### config.mk
export PLATFORM = sky130hd
export DESIGN_NAME = rie_return_exec
export DESIGN_NICKNAME = d
export VERILOG_FILES = /design/src/hdl/rie_pkg.sv /design/src/hdl/rie_return_exec.sv
export SDC_FILE = /design/constraint.sdc
export NUM_CORES = 1
export LEC_CHECK = 0
export BUFFER_PORTS_ARGS = -buffer_cell sky130_fd_sc_hd__buf_2
export CAP_MARGIN = 25
export CORE_MARGIN = 2
export CORE_UTILIZATION = 48
export CTS_BUF_LIST = sky130_fd_sc_hd__clkbuf_4 sky130_fd_sc_hd__clkbuf_8
export DETAILED_ROUTE_END_ITERATION = 6
export PLACE_DENSITY = 0.9
export SLEW_MARGIN = 20
export SYNTH_ARGS = -nofsm -noshare
export SYNTH_HDL_FRONTEND = slang
export SYNTH_SLANG_ARGS = --single-unit
### constraint.sdc
create_clock -name i_mclk -period 2.9 [get_ports i_mclk]
set_input_delay 0.58 -clock i_mclk [delete_from_list [all_inputs] [get_ports i_mclk]]
set_output_delay 0.58 -clock i_mclk [all_outputs]
set_load 0.1 [all_outputs]
### src/hdl/rie_pkg.sv
package rie_pkg;
	// =====================================================
	// widths
	localparam int PC_W   = 13;
	localparam int DATA_W = 8;
	// interrupt control register field: global enable position
	localparam int INT_EN_BIT = 7;
	// cycle counts
	localparam logic [1:0] RET_CYCLES = 2'h2;
	// reset values
	localparam logic [PC_W-1:0]   PC_RST  = 13'h0000;
	localparam logic [DATA_W-1:0] ACC_RST = 8'h00;
	localparam logic [DATA_W-1:0] ICR_RST = 8'h00;

	// decoded return operation
	typedef enum logic [1:0] {
		RIE_OP_NONE,
		RIE_OP_RET_INT,
		RIE_OP_RET_LIT,
		RIE_OP_RET_SUB
	} rie_op_t;

	// one decoded instruction from the decoder
	typedef struct packed {
		rie_op_t             op;
		logic [DATA_W-1:0]   literal;
	} rie_instr_t;
endpackage

### src/hdl/rie_return_exec.sv
// Overview of operation
// - return from interrupt pops the stack and loads its top into the pc.
// - return from interrupt sets global interrupt enable, bit 7 of control register.
// - return from interrupt takes two cycles and leaves status flags alone.
// - return with literal loads the 8-bit literal into the accumulator, flags untouched.
// - return with literal loads pc from stack top and pops that entry.
// - return with literal completes in two instruction cycles.
// - return from subroutine pops stack to pc, two cycles, flags untouched.
`timescale 1ns/1ps
module rie_return_exec (
	// clock and reset
	input  wire logic                        i_mclk,
	input  wire logic                        i_sys_rst,
	// instruction cycle enable and decoded instruction
	input  wire logic                        i_cyc_en,
	input  wire logic                        i_instr_vld,
	input  wire rie_pkg::rie_instr_t         i_instr,
	// return stack
	input  wire logic [rie_pkg::PC_W-1:0]    i_stack_top,
	output logic                             o_stack_pop,
	// core state
	input  wire logic [rie_pkg::DATA_W-1:0]  i_icr,
	output logic [rie_pkg::PC_W-1:0]         o_pc,
	output logic                             o_pc_load,
	output logic [rie_pkg::DATA_W-1:0]       o_acc,
	output logic                             o_acc_load,
	output logic [rie_pkg::DATA_W-1:0]       o_icr,
	output logic                             o_icr_load,
	output logic                             o_status_we,
	output logic                             o_flush,
	output logic                             o_busy
);
	// =====================================================
	// sequencer
	// a return takes two instruction cycles: the cycle of the take, which pops
	// the stack and loads the pc, and one bubble for the slot that was already
	// fetched from the old address. busy covers the bubble and ends at the next
	// instruction cycle enable, so a request arriving with that enable is lost;
	// the decoder must hold it and present it again at the following enable.
	// no counter: two cycles are fixed, so one state bit is all it needs
	typedef enum logic {RIE_IDLE, RIE_SECOND} rie_state_t;

	rie_state_t                  state_ff,   nxt_state;
	logic [rie_pkg::PC_W-1:0]    pc_ff,      nxt_pc;
	logic [rie_pkg::DATA_W-1:0]  acc_ff,     nxt_acc;
	logic [rie_pkg::DATA_W-1:0]  icr_ff,     nxt_icr;
	logic                        pop_ff,     nxt_pop;
	logic                        pcld_ff,    nxt_pcld;
	logic                        accld_ff,   nxt_accld;
	logic                        icrld_ff,   nxt_icrld;
	logic                        flush_ff,   nxt_flush;
	logic                        start;

	assign start = i_cyc_en && i_instr_vld && (state_ff == RIE_IDLE)
		&& (i_instr.op != rie_pkg::RIE_OP_NONE);

	// next values; strobes are single cycle
	always_comb begin
		nxt_state = state_ff;
		nxt_pc    = pc_ff;
		nxt_acc   = acc_ff;
		nxt_icr   = icr_ff;
		nxt_pop   = 1'b0;
		nxt_pcld  = 1'b0;
		nxt_accld = 1'b0;
		nxt_icrld = 1'b0;
		nxt_flush = 1'b0;
		unique case (state_ff)
			RIE_IDLE: begin
				if (start) begin
					// pop in first cycle so stack top is sampled once
					nxt_pop   = 1'b1;
					nxt_pc    = i_stack_top;
					nxt_pcld  = 1'b1;
					nxt_flush = 1'b1;
					nxt_state = RIE_SECOND;
					if (i_instr.op == rie_pkg::RIE_OP_RET_LIT) begin
						nxt_acc   = i_instr.literal;
						nxt_accld = 1'b1;
					end
					if (i_instr.op == rie_pkg::RIE_OP_RET_INT) begin
						nxt_icr          = i_icr;
						nxt_icr[rie_pkg::INT_EN_BIT] = 1'b1;
						nxt_icrld        = 1'b1;
					end
				end
			end
			RIE_SECOND: begin
				// second cycle executes the flushed slot as a bubble
				if (i_cyc_en) begin
					nxt_state = RIE_IDLE;
				end
			end
		endcase
	end

	// registers
	// reset clears every strobe so nothing fires as reset lets go
	always_ff @(posedge i_mclk or posedge i_sys_rst) begin
		if (i_sys_rst) begin
			state_ff <= RIE_IDLE;
			pc_ff    <= rie_pkg::PC_RST;
			acc_ff   <= rie_pkg::ACC_RST;
			icr_ff   <= rie_pkg::ICR_RST;
			pop_ff   <= 1'b0;
			pcld_ff  <= 1'b0;
			accld_ff <= 1'b0;
			icrld_ff <= 1'b0;
			flush_ff <= 1'b0;
		end else begin
			state_ff <= nxt_state;
			pc_ff    <= nxt_pc;
			acc_ff   <= nxt_acc;
			icr_ff   <= nxt_icr;
			pop_ff   <= nxt_pop;
			pcld_ff  <= nxt_pcld;
			accld_ff <= nxt_accld;
			icrld_ff <= nxt_icrld;
			flush_ff <= nxt_flush;
		end
	end

	// =====================================================
	// outputs
	// all data and strobes except o_status_we, tied low, leave flip-flops; busy is a decode of the state,
	// which is itself registered, so no input reaches an output in one cycle
	// and the stack, pc and accumulator see clean single-cycle strobes
	assign o_stack_pop = pop_ff;
	assign o_pc        = pc_ff;
	assign o_pc_load   = pcld_ff;
	assign o_acc       = acc_ff;
	assign o_acc_load  = accld_ff;
	assign o_icr       = icr_ff;
	assign o_icr_load  = icrld_ff;
	assign o_status_we = 1'b0;
	assign o_flush     = flush_ff;
	assign o_busy      = (state_ff == RIE_SECOND);

	// =====================================================
	// checks: stack and program counter
	// mask with only the enable bit set, so no check hard-codes its position
	logic [rie_pkg::DATA_W-1:0]  int_en_mask;

	always_comb begin
		int_en_mask                      = '0;
		int_en_mask[rie_pkg::INT_EN_BIT] = 1'b1;
	end

	// a take pops once and hands the stack top seen at the take to the pc
	a_pop_loads_pc: assert property (@(posedge i_mclk) disable iff (i_sys_rst)
		start |=> (o_stack_pop && o_pc_load && o_pc == $past(i_stack_top)))
		else $error("return did not pop stack into pc");

	a_pc_only_load: assert property (@(posedge i_mclk) disable iff (i_sys_rst)
		$changed(o_pc) |-> o_pc_load)
		else $error("pc changed without a load strobe");

	a_strobe_needs_take: assert property (@(posedge i_mclk) disable iff (i_sys_rst)
		!start |=> !(o_stack_pop || o_pc_load || o_flush))
		else $error("return strobe without an accepted return");

	// =====================================================
	// checks: accumulator
	a_lit_acc: assert property (@(posedge i_mclk) disable iff (i_sys_rst)
		(start && i_instr.op == rie_pkg::RIE_OP_RET_LIT)
		|=> (o_acc_load && o_acc == $past(i_instr.literal)))
		else $error("literal not loaded into accumulator");

	a_lit_only_acc: assert property (@(posedge i_mclk) disable iff (i_sys_rst)
		(start && i_instr.op != rie_pkg::RIE_OP_RET_LIT) |=> !o_acc_load)
		else $error("accumulator written by wrong return");

	// the other returns must leave the value a table lookup put there
	a_acc_held: assert property (@(posedge i_mclk) disable iff (i_sys_rst)
		(start && i_instr.op != rie_pkg::RIE_OP_RET_LIT) |=> $stable(o_acc))
		else $error("accumulator changed by wrong return");

	// =====================================================
	// checks: interrupt control and status
	a_int_en_set: assert property (@(posedge i_mclk) disable iff (i_sys_rst)
		(start && i_instr.op == rie_pkg::RIE_OP_RET_INT)
		|=> (o_icr_load && o_icr[rie_pkg::INT_EN_BIT]))
		else $error("interrupt return did not set enable");

	// only the enable bit may move; the other control bits pass through
	a_icr_bits_kept: assert property (@(posedge i_mclk) disable iff (i_sys_rst)
		(start && i_instr.op == rie_pkg::RIE_OP_RET_INT)
		|=> (o_icr == ($past(i_icr) | int_en_mask)))
		else $error("interrupt return disturbed other control bits");

	a_icr_int_only: assert property (@(posedge i_mclk) disable iff (i_sys_rst)
		(start && i_instr.op != rie_pkg::RIE_OP_RET_INT) |=> !o_icr_load)
		else $error("control register written by wrong return");

	a_flags_kept: assert property (@(posedge i_mclk) disable iff (i_sys_rst)
		!o_status_we) else $error("status flags written");

	// =====================================================
	// checks: two-cycle sequencing and flush
	a_busy_after_take: assert property (@(posedge i_mclk) disable iff (i_sys_rst)
		start |=> o_busy)
		else $error("return did not enter its second cycle");

	a_busy_holds: assert property (@(posedge i_mclk) disable iff (i_sys_rst)
		(o_busy && !i_cyc_en) |=> o_busy)
		else $error("second cycle ended without an enable");

	a_busy_ends: assert property (@(posedge i_mclk) disable iff (i_sys_rst)
		(o_busy && i_cyc_en) |=> !o_busy)
		else $error("return ran past two instruction cycles");

	// a request in the bubble is dropped, not queued
	a_refused_busy: assert property (@(posedge i_mclk) disable iff (i_sys_rst)
		(o_busy && i_cyc_en && i_instr_vld && i_instr.op != rie_pkg::RIE_OP_NONE)
		|=> !(o_stack_pop || o_pc_load))
		else $error("return accepted while busy");

	a_flush_pulse: assert property (@(posedge i_mclk) disable iff (i_sys_rst)
		start |=> (o_flush && o_busy) ##1 !o_flush)
		else $error("prefetch not flushed once");
endmodule // rie_return_exec

==> run metrics, run 1 <==
drt pass-1 iters=2; post-detail-place hpwl=between 1.5 and 2 mm; Net count, final=around 180; kind of critical path=flop to output pin; largest net degree at the start of global routing=19; clock-pin transition on the worst setup and hold timing paths=roughly 0.090 ns; register area=826 µm²; Post-CTS Setup Bufs=0; CTS buffer count=5; hold crit path type=input port to async pin; Pleak=~0.86 nW; Post-Synth Adder-Cell Area=0; post-synthesis cell count=77; Placed Area=1610 µm²; final std cell area, no fill=1670 µm²; YS warnings=0; final setup violation count=0; power per cell area=1160 nW/µm²; Die Y=55.6 µm; Max Clock Freq=586 MHz; mux cell area share after synthesis=0.247; CP Launch Point=o_busy$_DFF_PP0_; Initial DRC Count=1; CP Data Required Time=2.32 ns; clock root buffer=clkbuf_4; placer's final routability congestion estimate=0.698; Rel. slew slack=0.577; RR Startpoint=o_busy$_DFF_PP0_; I/O Pins=slightly above 70; hold_buf cts=0; crit path cell chain=buf_2; largest family of logic cells by synthesized area=multiplexers; slowest stage delay, CP=0.44 ns; Critical Path Sink Type=output pin; post-synth top area share=0.646; gr usage total=0.174; layout cells sized above 1=0.741; Yosys top cell by area=dfrtp_1; worst slew pin tran=0.631 ns; status=complete, no violations; Post-CTS Resized=0; Switching Power=1.08 mW; Post-Syn Area=around 1300 µm²; Ant. Diodes=0; Area contributors post-synth=dfrtp_1 65%, mux2_2 25%, buf_4 2.4%, nor3b_2 2.0%, buf_6 1.8%; Max VDD drop=roughly 0.8 mV; most frequent cells in the layout=68 x buf_2, 33 x dfrtp_1, 28 x mux2_2; CP Data Arrival Time=about 1.1 ns; Die W=55.6 µm; register area share after synthesis=0.646; Post-Synth Simple-Gate Area=0.0519; Routed Antenna Nets=0; mean post-synth cell area=16.6 µm²; drt drc=0; internal power=~0.85 mW; sum of buffers and inverters on the critical path=1; Period Utilization, post-route=0.589; r2r setup slk=1.24 ns; Sum Neg Setup Slack=0 ns; routed vias/inst=between 4 and 5; clk buf depth=2; crit path max fanout=3; initial antenna violation count=0; sequential cell fraction of total power=0.317; commonest non-fill, non-tap cell in the layout=buf_2; DIE AREA=a little over 3000 µm²; fin crit period=1.71 ns; vias in the first global route=901; FILL cells=186; initial core utilization=0.511; clock sink total=33; final wirelength=2.37 mm; worst r2r path cells=3; row cnt=18; WL per Instance=13.4 µm; xor/xnor share of the synthesized area=0; clock latency on the worst-skew pair=0.32 ns; first-pass GRT wire length=between 4 and 5 mm; skew final=about 0.0065 ns; Crit path max-delay family=buffers and inverters; Comb pwr share=0.549; CTS tree=built; Area Growth Syn to Fin=30.7%; Max-Cap Viols=0; Hold Fails Final Rpt=0; Clk network pwr share=0.134; multi-input logic area=392 µm²; Synth cell types=12; synthesized flop and latch total=33; post-synthesis compound-gate area fraction=0.00490; final slew viol count=0; H-tree levels=2; RSZ-0062 raised after global routing=false; crit path max-delay cell type=buf_2; sw frac=0.558; reg2reg end=o_acc[1]$_DFFE_PP0P_; core area=between 2000 and 2500 µm²; port bufs=68; syn_nets=112; grt total ovfl=0; Worst setup SP type=flop; Vias=859
## power groups by stage
stage | clock, mW | combinational (mW) | sequential (mW)
after floorplan | 0 | 0.137 | 1.39
after global placement | 0 | 1.06 | 0.614
after detailed placement | 0 | 1.07 | 0.623
after CTS | 0.272 | 1.07 | 0.614
after global routing | 0.289 | 1.09 | 0.628
final | 0.260 | 1.06 | 0.612
## how the worst max path moves through the flow
stage                                end  slack [ns]  cells past startpoint
finish                            o_busy        1.19                      1
global route        o_acc[1]$_DFFE_PP0P_        1.09                      3
CTS                               o_busy        1.16                      1
detailed placement  o_acc[1]$_DFFE_PP0P_        0.98                      4
global placement    o_acc[3]$_DFFE_PP0P_         1.0                      4
floorplan                      o_pc_load        0.98                      1
## routing by layer
| metal | share of wire | vias to the layer above | global-route usage | wire length, µm |
|---|---|---|---|---|
| met5 | 0 | - | 0 | 0 |
| met4 | 0.0089 | 0 | 0.0732 | 21 |
| met3 | 0.098 | 3 | 0.0651 | 232 |
| met2 | 0.53 | 46 | 0.294 | 1260 |
| met1 | 0.36 | 409 | 0.198 | 858 |
| li1 | - | 401 | - | - |
## sequential cells by signal (all words and copies together) (netlist names)
register,cells
o_flush,1
o_pc,13
o_acc_load,1
o_icr,8
o_icr_load,1
o_busy,1
o_acc,8
## through the flow
| stage | hold WS (ns) | cells | worst slack (ns) | util | power, mW |
|---|---|---|---|---|---|
| 5_1_grt | 0.355 | 177 | 1.09 | 0.668 | 2.01 |
| 2_1_floorplan | 0.690 | 77 | 0.979 | - | 1.53 |
| 3_3_place_gp | 0.450 | 170 | 0.996 | 0.644 | 1.67 |
| 4_1_cts | 0.319 | 177 | 1.16 | 0.668 | 1.95 |
| 6_report | 0.308 | 177 | 1.19 | 0.668 | 1.93 |
| 3_5_place_dp | 0.454 | 170 | 0.978 | 0.644 | 1.69 |
## layout make-up
type / count / area share
flip-flops and latches: 33 / 0.495
multi-input cells: 36 / 0.235
repair buffers: 69 / 0.208
clock buffers: 7 / 0.0352
well taps: 30 / 0.0225
inverters: 2 / 0.00450
## logic make-up (layout without fill, tap and decap cells)
logic type | Yosys count | after routing
compound gates | 1 | 1
buf+inv | 8 | 78
flops | 33 | 33
mux | 28 | 28
other cells | 1 | 1
simple gates | 6 | 6
## worst reg2reg max path: stages (launching register included)
cell,delay (ns)
dfrtp_1,0.40
nand3b_4,0.20
nor3b_2,0.55
mux2_2,0.41
## Yosys cell counts
master    number
o22ai_1        1
or2_2          1
nor3b_2        2
conb_1         1
buf_4          4
dfrtp_1       33
nor2_1         1
nand3b_4       1
nor2_4         1
inv_1          2
mux2_2        28
buf_6          2
Power figures use the tool's default switching activity.
==> run 2, diff against run 1 <==
--- a/config.mk
+++ b/config.mk
@@ -8,10 +8,10 @@
 export BUFFER_PORTS_ARGS = -buffer_cell sky130_fd_sc_hd__buf_2
 export CAP_MARGIN = 25
 export CORE_MARGIN = 2
-export CORE_UTILIZATION = 48
+export CORE_UTILIZATION = 45
 export CTS_BUF_LIST = sky130_fd_sc_hd__clkbuf_4 sky130_fd_sc_hd__clkbuf_8
 export DETAILED_ROUTE_END_ITERATION = 6
-export PLACE_DENSITY = 0.9
+export PLACE_DENSITY = 0.85
 export SLEW_MARGIN = 20
 export SYNTH_ARGS = -nofsm -noshare
 export SYNTH_HDL_FRONTEND = slang
==> constraint.sdc (replaced) <==
create_clock -name i_mclk -period 1.7 [get_ports i_mclk]
set_input_delay 0.34 -clock i_mclk [delete_from_list [all_inputs] [get_ports i_mclk]]
set_output_delay 0.34 -clock i_mclk [all_outputs]
set_load 0.1 [all_outputs]
==> run 2 against run 1 <==
Effect of this change:
- clock power grew 86%
- critical endpoint is now o_pc[9]$_DFFE_PP0P_
- critical path depth up 2
- flip-flop and latch count is the same
- via count fell by 1.2%
- global-route usage down 1.7 points
- first-iteration DRC count increased to 27 times the previous value
- die area up 6.2%
- count of clock-buffer cells in the layout is the same
- sequential share of layout area decreased by 1.3 points
- power rose by 73%
- core utilization fell by 4.0 points
- highest routed layer unchanged
- clock skew down 0.0027 ns
- largest cell class unchanged
==> run metrics, run 2 (synthesis results as in run 1) <==
hold crit path type=input port to flop (was input port to async pin); port bufs=68 (unchanged); DIE AREA=3280 µm² (was 3090 µm²); Clk network pwr share=0.145 (was 0.134); layout cells sized above 1=0.750 (was 0.741); initial antenna violation count=0 (unchanged); Vias=849 (was 859); max FFs per register=13 (unchanged); final slew viol count=0 (unchanged); row cnt=19 (was 18); post-placement setup slack=0.214 ns (was 0.978 ns); Critical Path Sink Type=flop (was output pin); skew final=0.00381 ns (was 0.00648 ns); worst setup margin=0.225 ns (was 1.19 ns); Die Y=57.3 µm (was 55.6 µm); kind of critical path=flop to flop (was flop to output pin); Worst setup SP type=flop (unchanged); clock latency on the worst-skew pair=0.32 ns (about the same); Switching Power=1.85 mW (was 1.08 mW); Period Utilization, post-route=0.868; Initial DRC Count=27 (was 1); Comb pwr share=0.544 (was 0.549); hold depth=2; clk buf depth=2 (unchanged); fin crit period=between 1 and 1.5 ns; drt pass-1 iters=4 (was 2); power per cell area=1950 nW/µm² (was 1160 nW/µm²); final std cell area, no fill=1720 µm² (was 1670 µm²); CTS buffer count=5 (unchanged); final wirelength=2.32 mm (was 2.37 mm); internal power=1.49 mW (was 0.855 mW); initial core utilization=0.467 (was 0.511); CP Data Required Time=1.91 ns (was 2.32 ns); drt drc=0 (unchanged); Hold Fails Final Rpt=0 (unchanged); Placed Area=1640 µm² (was 1610 µm²); Area Growth Syn to Fin=34.3% (was 30.7%); Ant. Diodes=0 (unchanged); H-tree levels=2 (unchanged); Pleak=0.887 nW (was 0.862 nW); post-detail-place hpwl=1.85 mm (was 1.88 mm); gr usage total=0.157 (was 0.174); RSZ-0062 raised after global routing=false (unchanged); final setup violation count=0 (unchanged); sequential cell fraction of total power=0.311 (was 0.317); clock-pin transition on the worst setup and hold timing paths=0.10 ns (was 0.09 ns); commonest non-fill, non-tap cell in the layout=buf_2 (unchanged); Max Clock Freq=678 MHz; Routed Antenna Nets=0 (unchanged); clock sink total=33 (unchanged); status=complete, no violations (unchanged); clock root buffer=clkbuf_4 (unchanged); WL per Instance=12.7 µm (was 13.4 µm); routed vias/inst=4.64 (was 4.85); I/O Pins=71 (unchanged); CTS tree=built (unchanged); crit path max fanout=14 (was 3); core area=2730 µm² (was 2500 µm²); sw frac=0.554 (was 0.558); worst r2r path cells=3 (unchanged); vias in the first global route=915 (was 901); largest net degree at the start of global routing=15 (was 19); Max VDD drop=1.41 mV (was 0.809 mV); most frequent cells in the layout=68 x buf_2, 32 x dfrtp_1, 28 x mux2_2 (was 68 x buf_2, 33 x dfrtp_1, 28 x mux2_2); Sum Neg Setup Slack=0 ns (unchanged); Net count, final=186 (was 182); placer's final routability congestion estimate=0.646 (was 0.698); Max-Cap Viols=0 (unchanged); CP Data Arrival Time=1.68 ns (was 1.13 ns); first-pass GRT wire length=3.86 mm (was 4.07 mm); utilization after layout=0.627 (was 0.668); grt total ovfl=0 (unchanged); Die W=57.3 µm (was 55.6 µm)
run 2: cell count changes in the layout (fill, tap and decap cells not counted), sizes merged:
cell         change
buf              +3
clkinv           +1
dlygate4sd3      +1
run 2: stage by stage:
| step | hold slack [ns] | std cells | power, mW |
|---|---|---|---|
| 2_1_floorplan | 0.446 | 77 | 2.61 |
| 3_3_place_gp | 0.346 | 174 | 2.85 |
| 3_5_place_dp | 0.357 | 174 | 2.89 |
| 4_1_cts | 0.226 | 183 | 3.38 |
| 5_1_grt | 0.221 | 183 | 3.47 |
| 6_report | 0.247 | 183 | 3.34 |
run 2: area by class of cell:
class | count | area, µm²
clock buffers | 7 | 65.1
clock inverters | 1 | 5.00
fillers | 216 | 1020
inverters | 2 | 7.51
multi-input cells | 36 | 392
flip-flops and latches | 33 | 827
well taps | 31 | 38.8
repair buffers | 73 | 380
run 2: worst paths after layout:
| path | from | to | slack, ns |
|---|---|---|---|
| setup reg to reg | o_busy$_DFF_PP0_ | o_pc[9]$_DFFE_PP0P_ | 0.23 |
| setup / recovery | o_busy$_DFF_PP0_ | o_pc[9]$_DFFE_PP0P_ | 0.23 |
| hold / removal | i_instr[1] | o_acc[1]$_DFFE_PP0P_ | 0.25 |
| hold reg to reg | o_icr[7]$_DFFE_PP0P_ | o_icr[7]$_DFFE_PP0P_ | 0.48 |
| min in group asynchronous | i_sys_rst | o_acc_load$_DFF_PP0_ | 0.55 |
| max in group asynchronous | i_sys_rst | o_pc[6]$_DFFE_PP0P_ | 0.63 |
run 2: power groups by stage:
stage          registers [mW]  clock network, mW  logic (mW)
2_1_floorplan            2.37                  0       0.234
3_3_place_gp             1.05                  0        1.80
3_5_place_dp             1.06                  0        1.83
4_1_cts                  1.05              0.509        1.83
5_1_grt                  1.07              0.541        1.86
6_report                 1.04              0.484        1.82
run 2: timing repair:
action                                  4_1_cts  5_1_grt
hold buffers                                  1        0
setup buffers                                 0        0
endpoints found under the setup margin        0        0
endpoints found under the hold margin        10        0
resized for setup                             0        0
run 2: routing by layer:
layer / track usage / vias to the layer above / share of wire
met2: 0.261 / 49 / 0.51
met5: 0 / - / 0
met3: 0.0703 / 2 / 0.11
met4: 0.0698 / 0 / 0.0056
li1: - / 406 / -
met1: 0.174 / 392 / 0.38
run 2: worst max-delay path: stages (launching register included):
cell and delay (ns):
dfrtp_2 0.42, nand3b_4 0.20, nor2_4 0.36, mux2_2 0.39
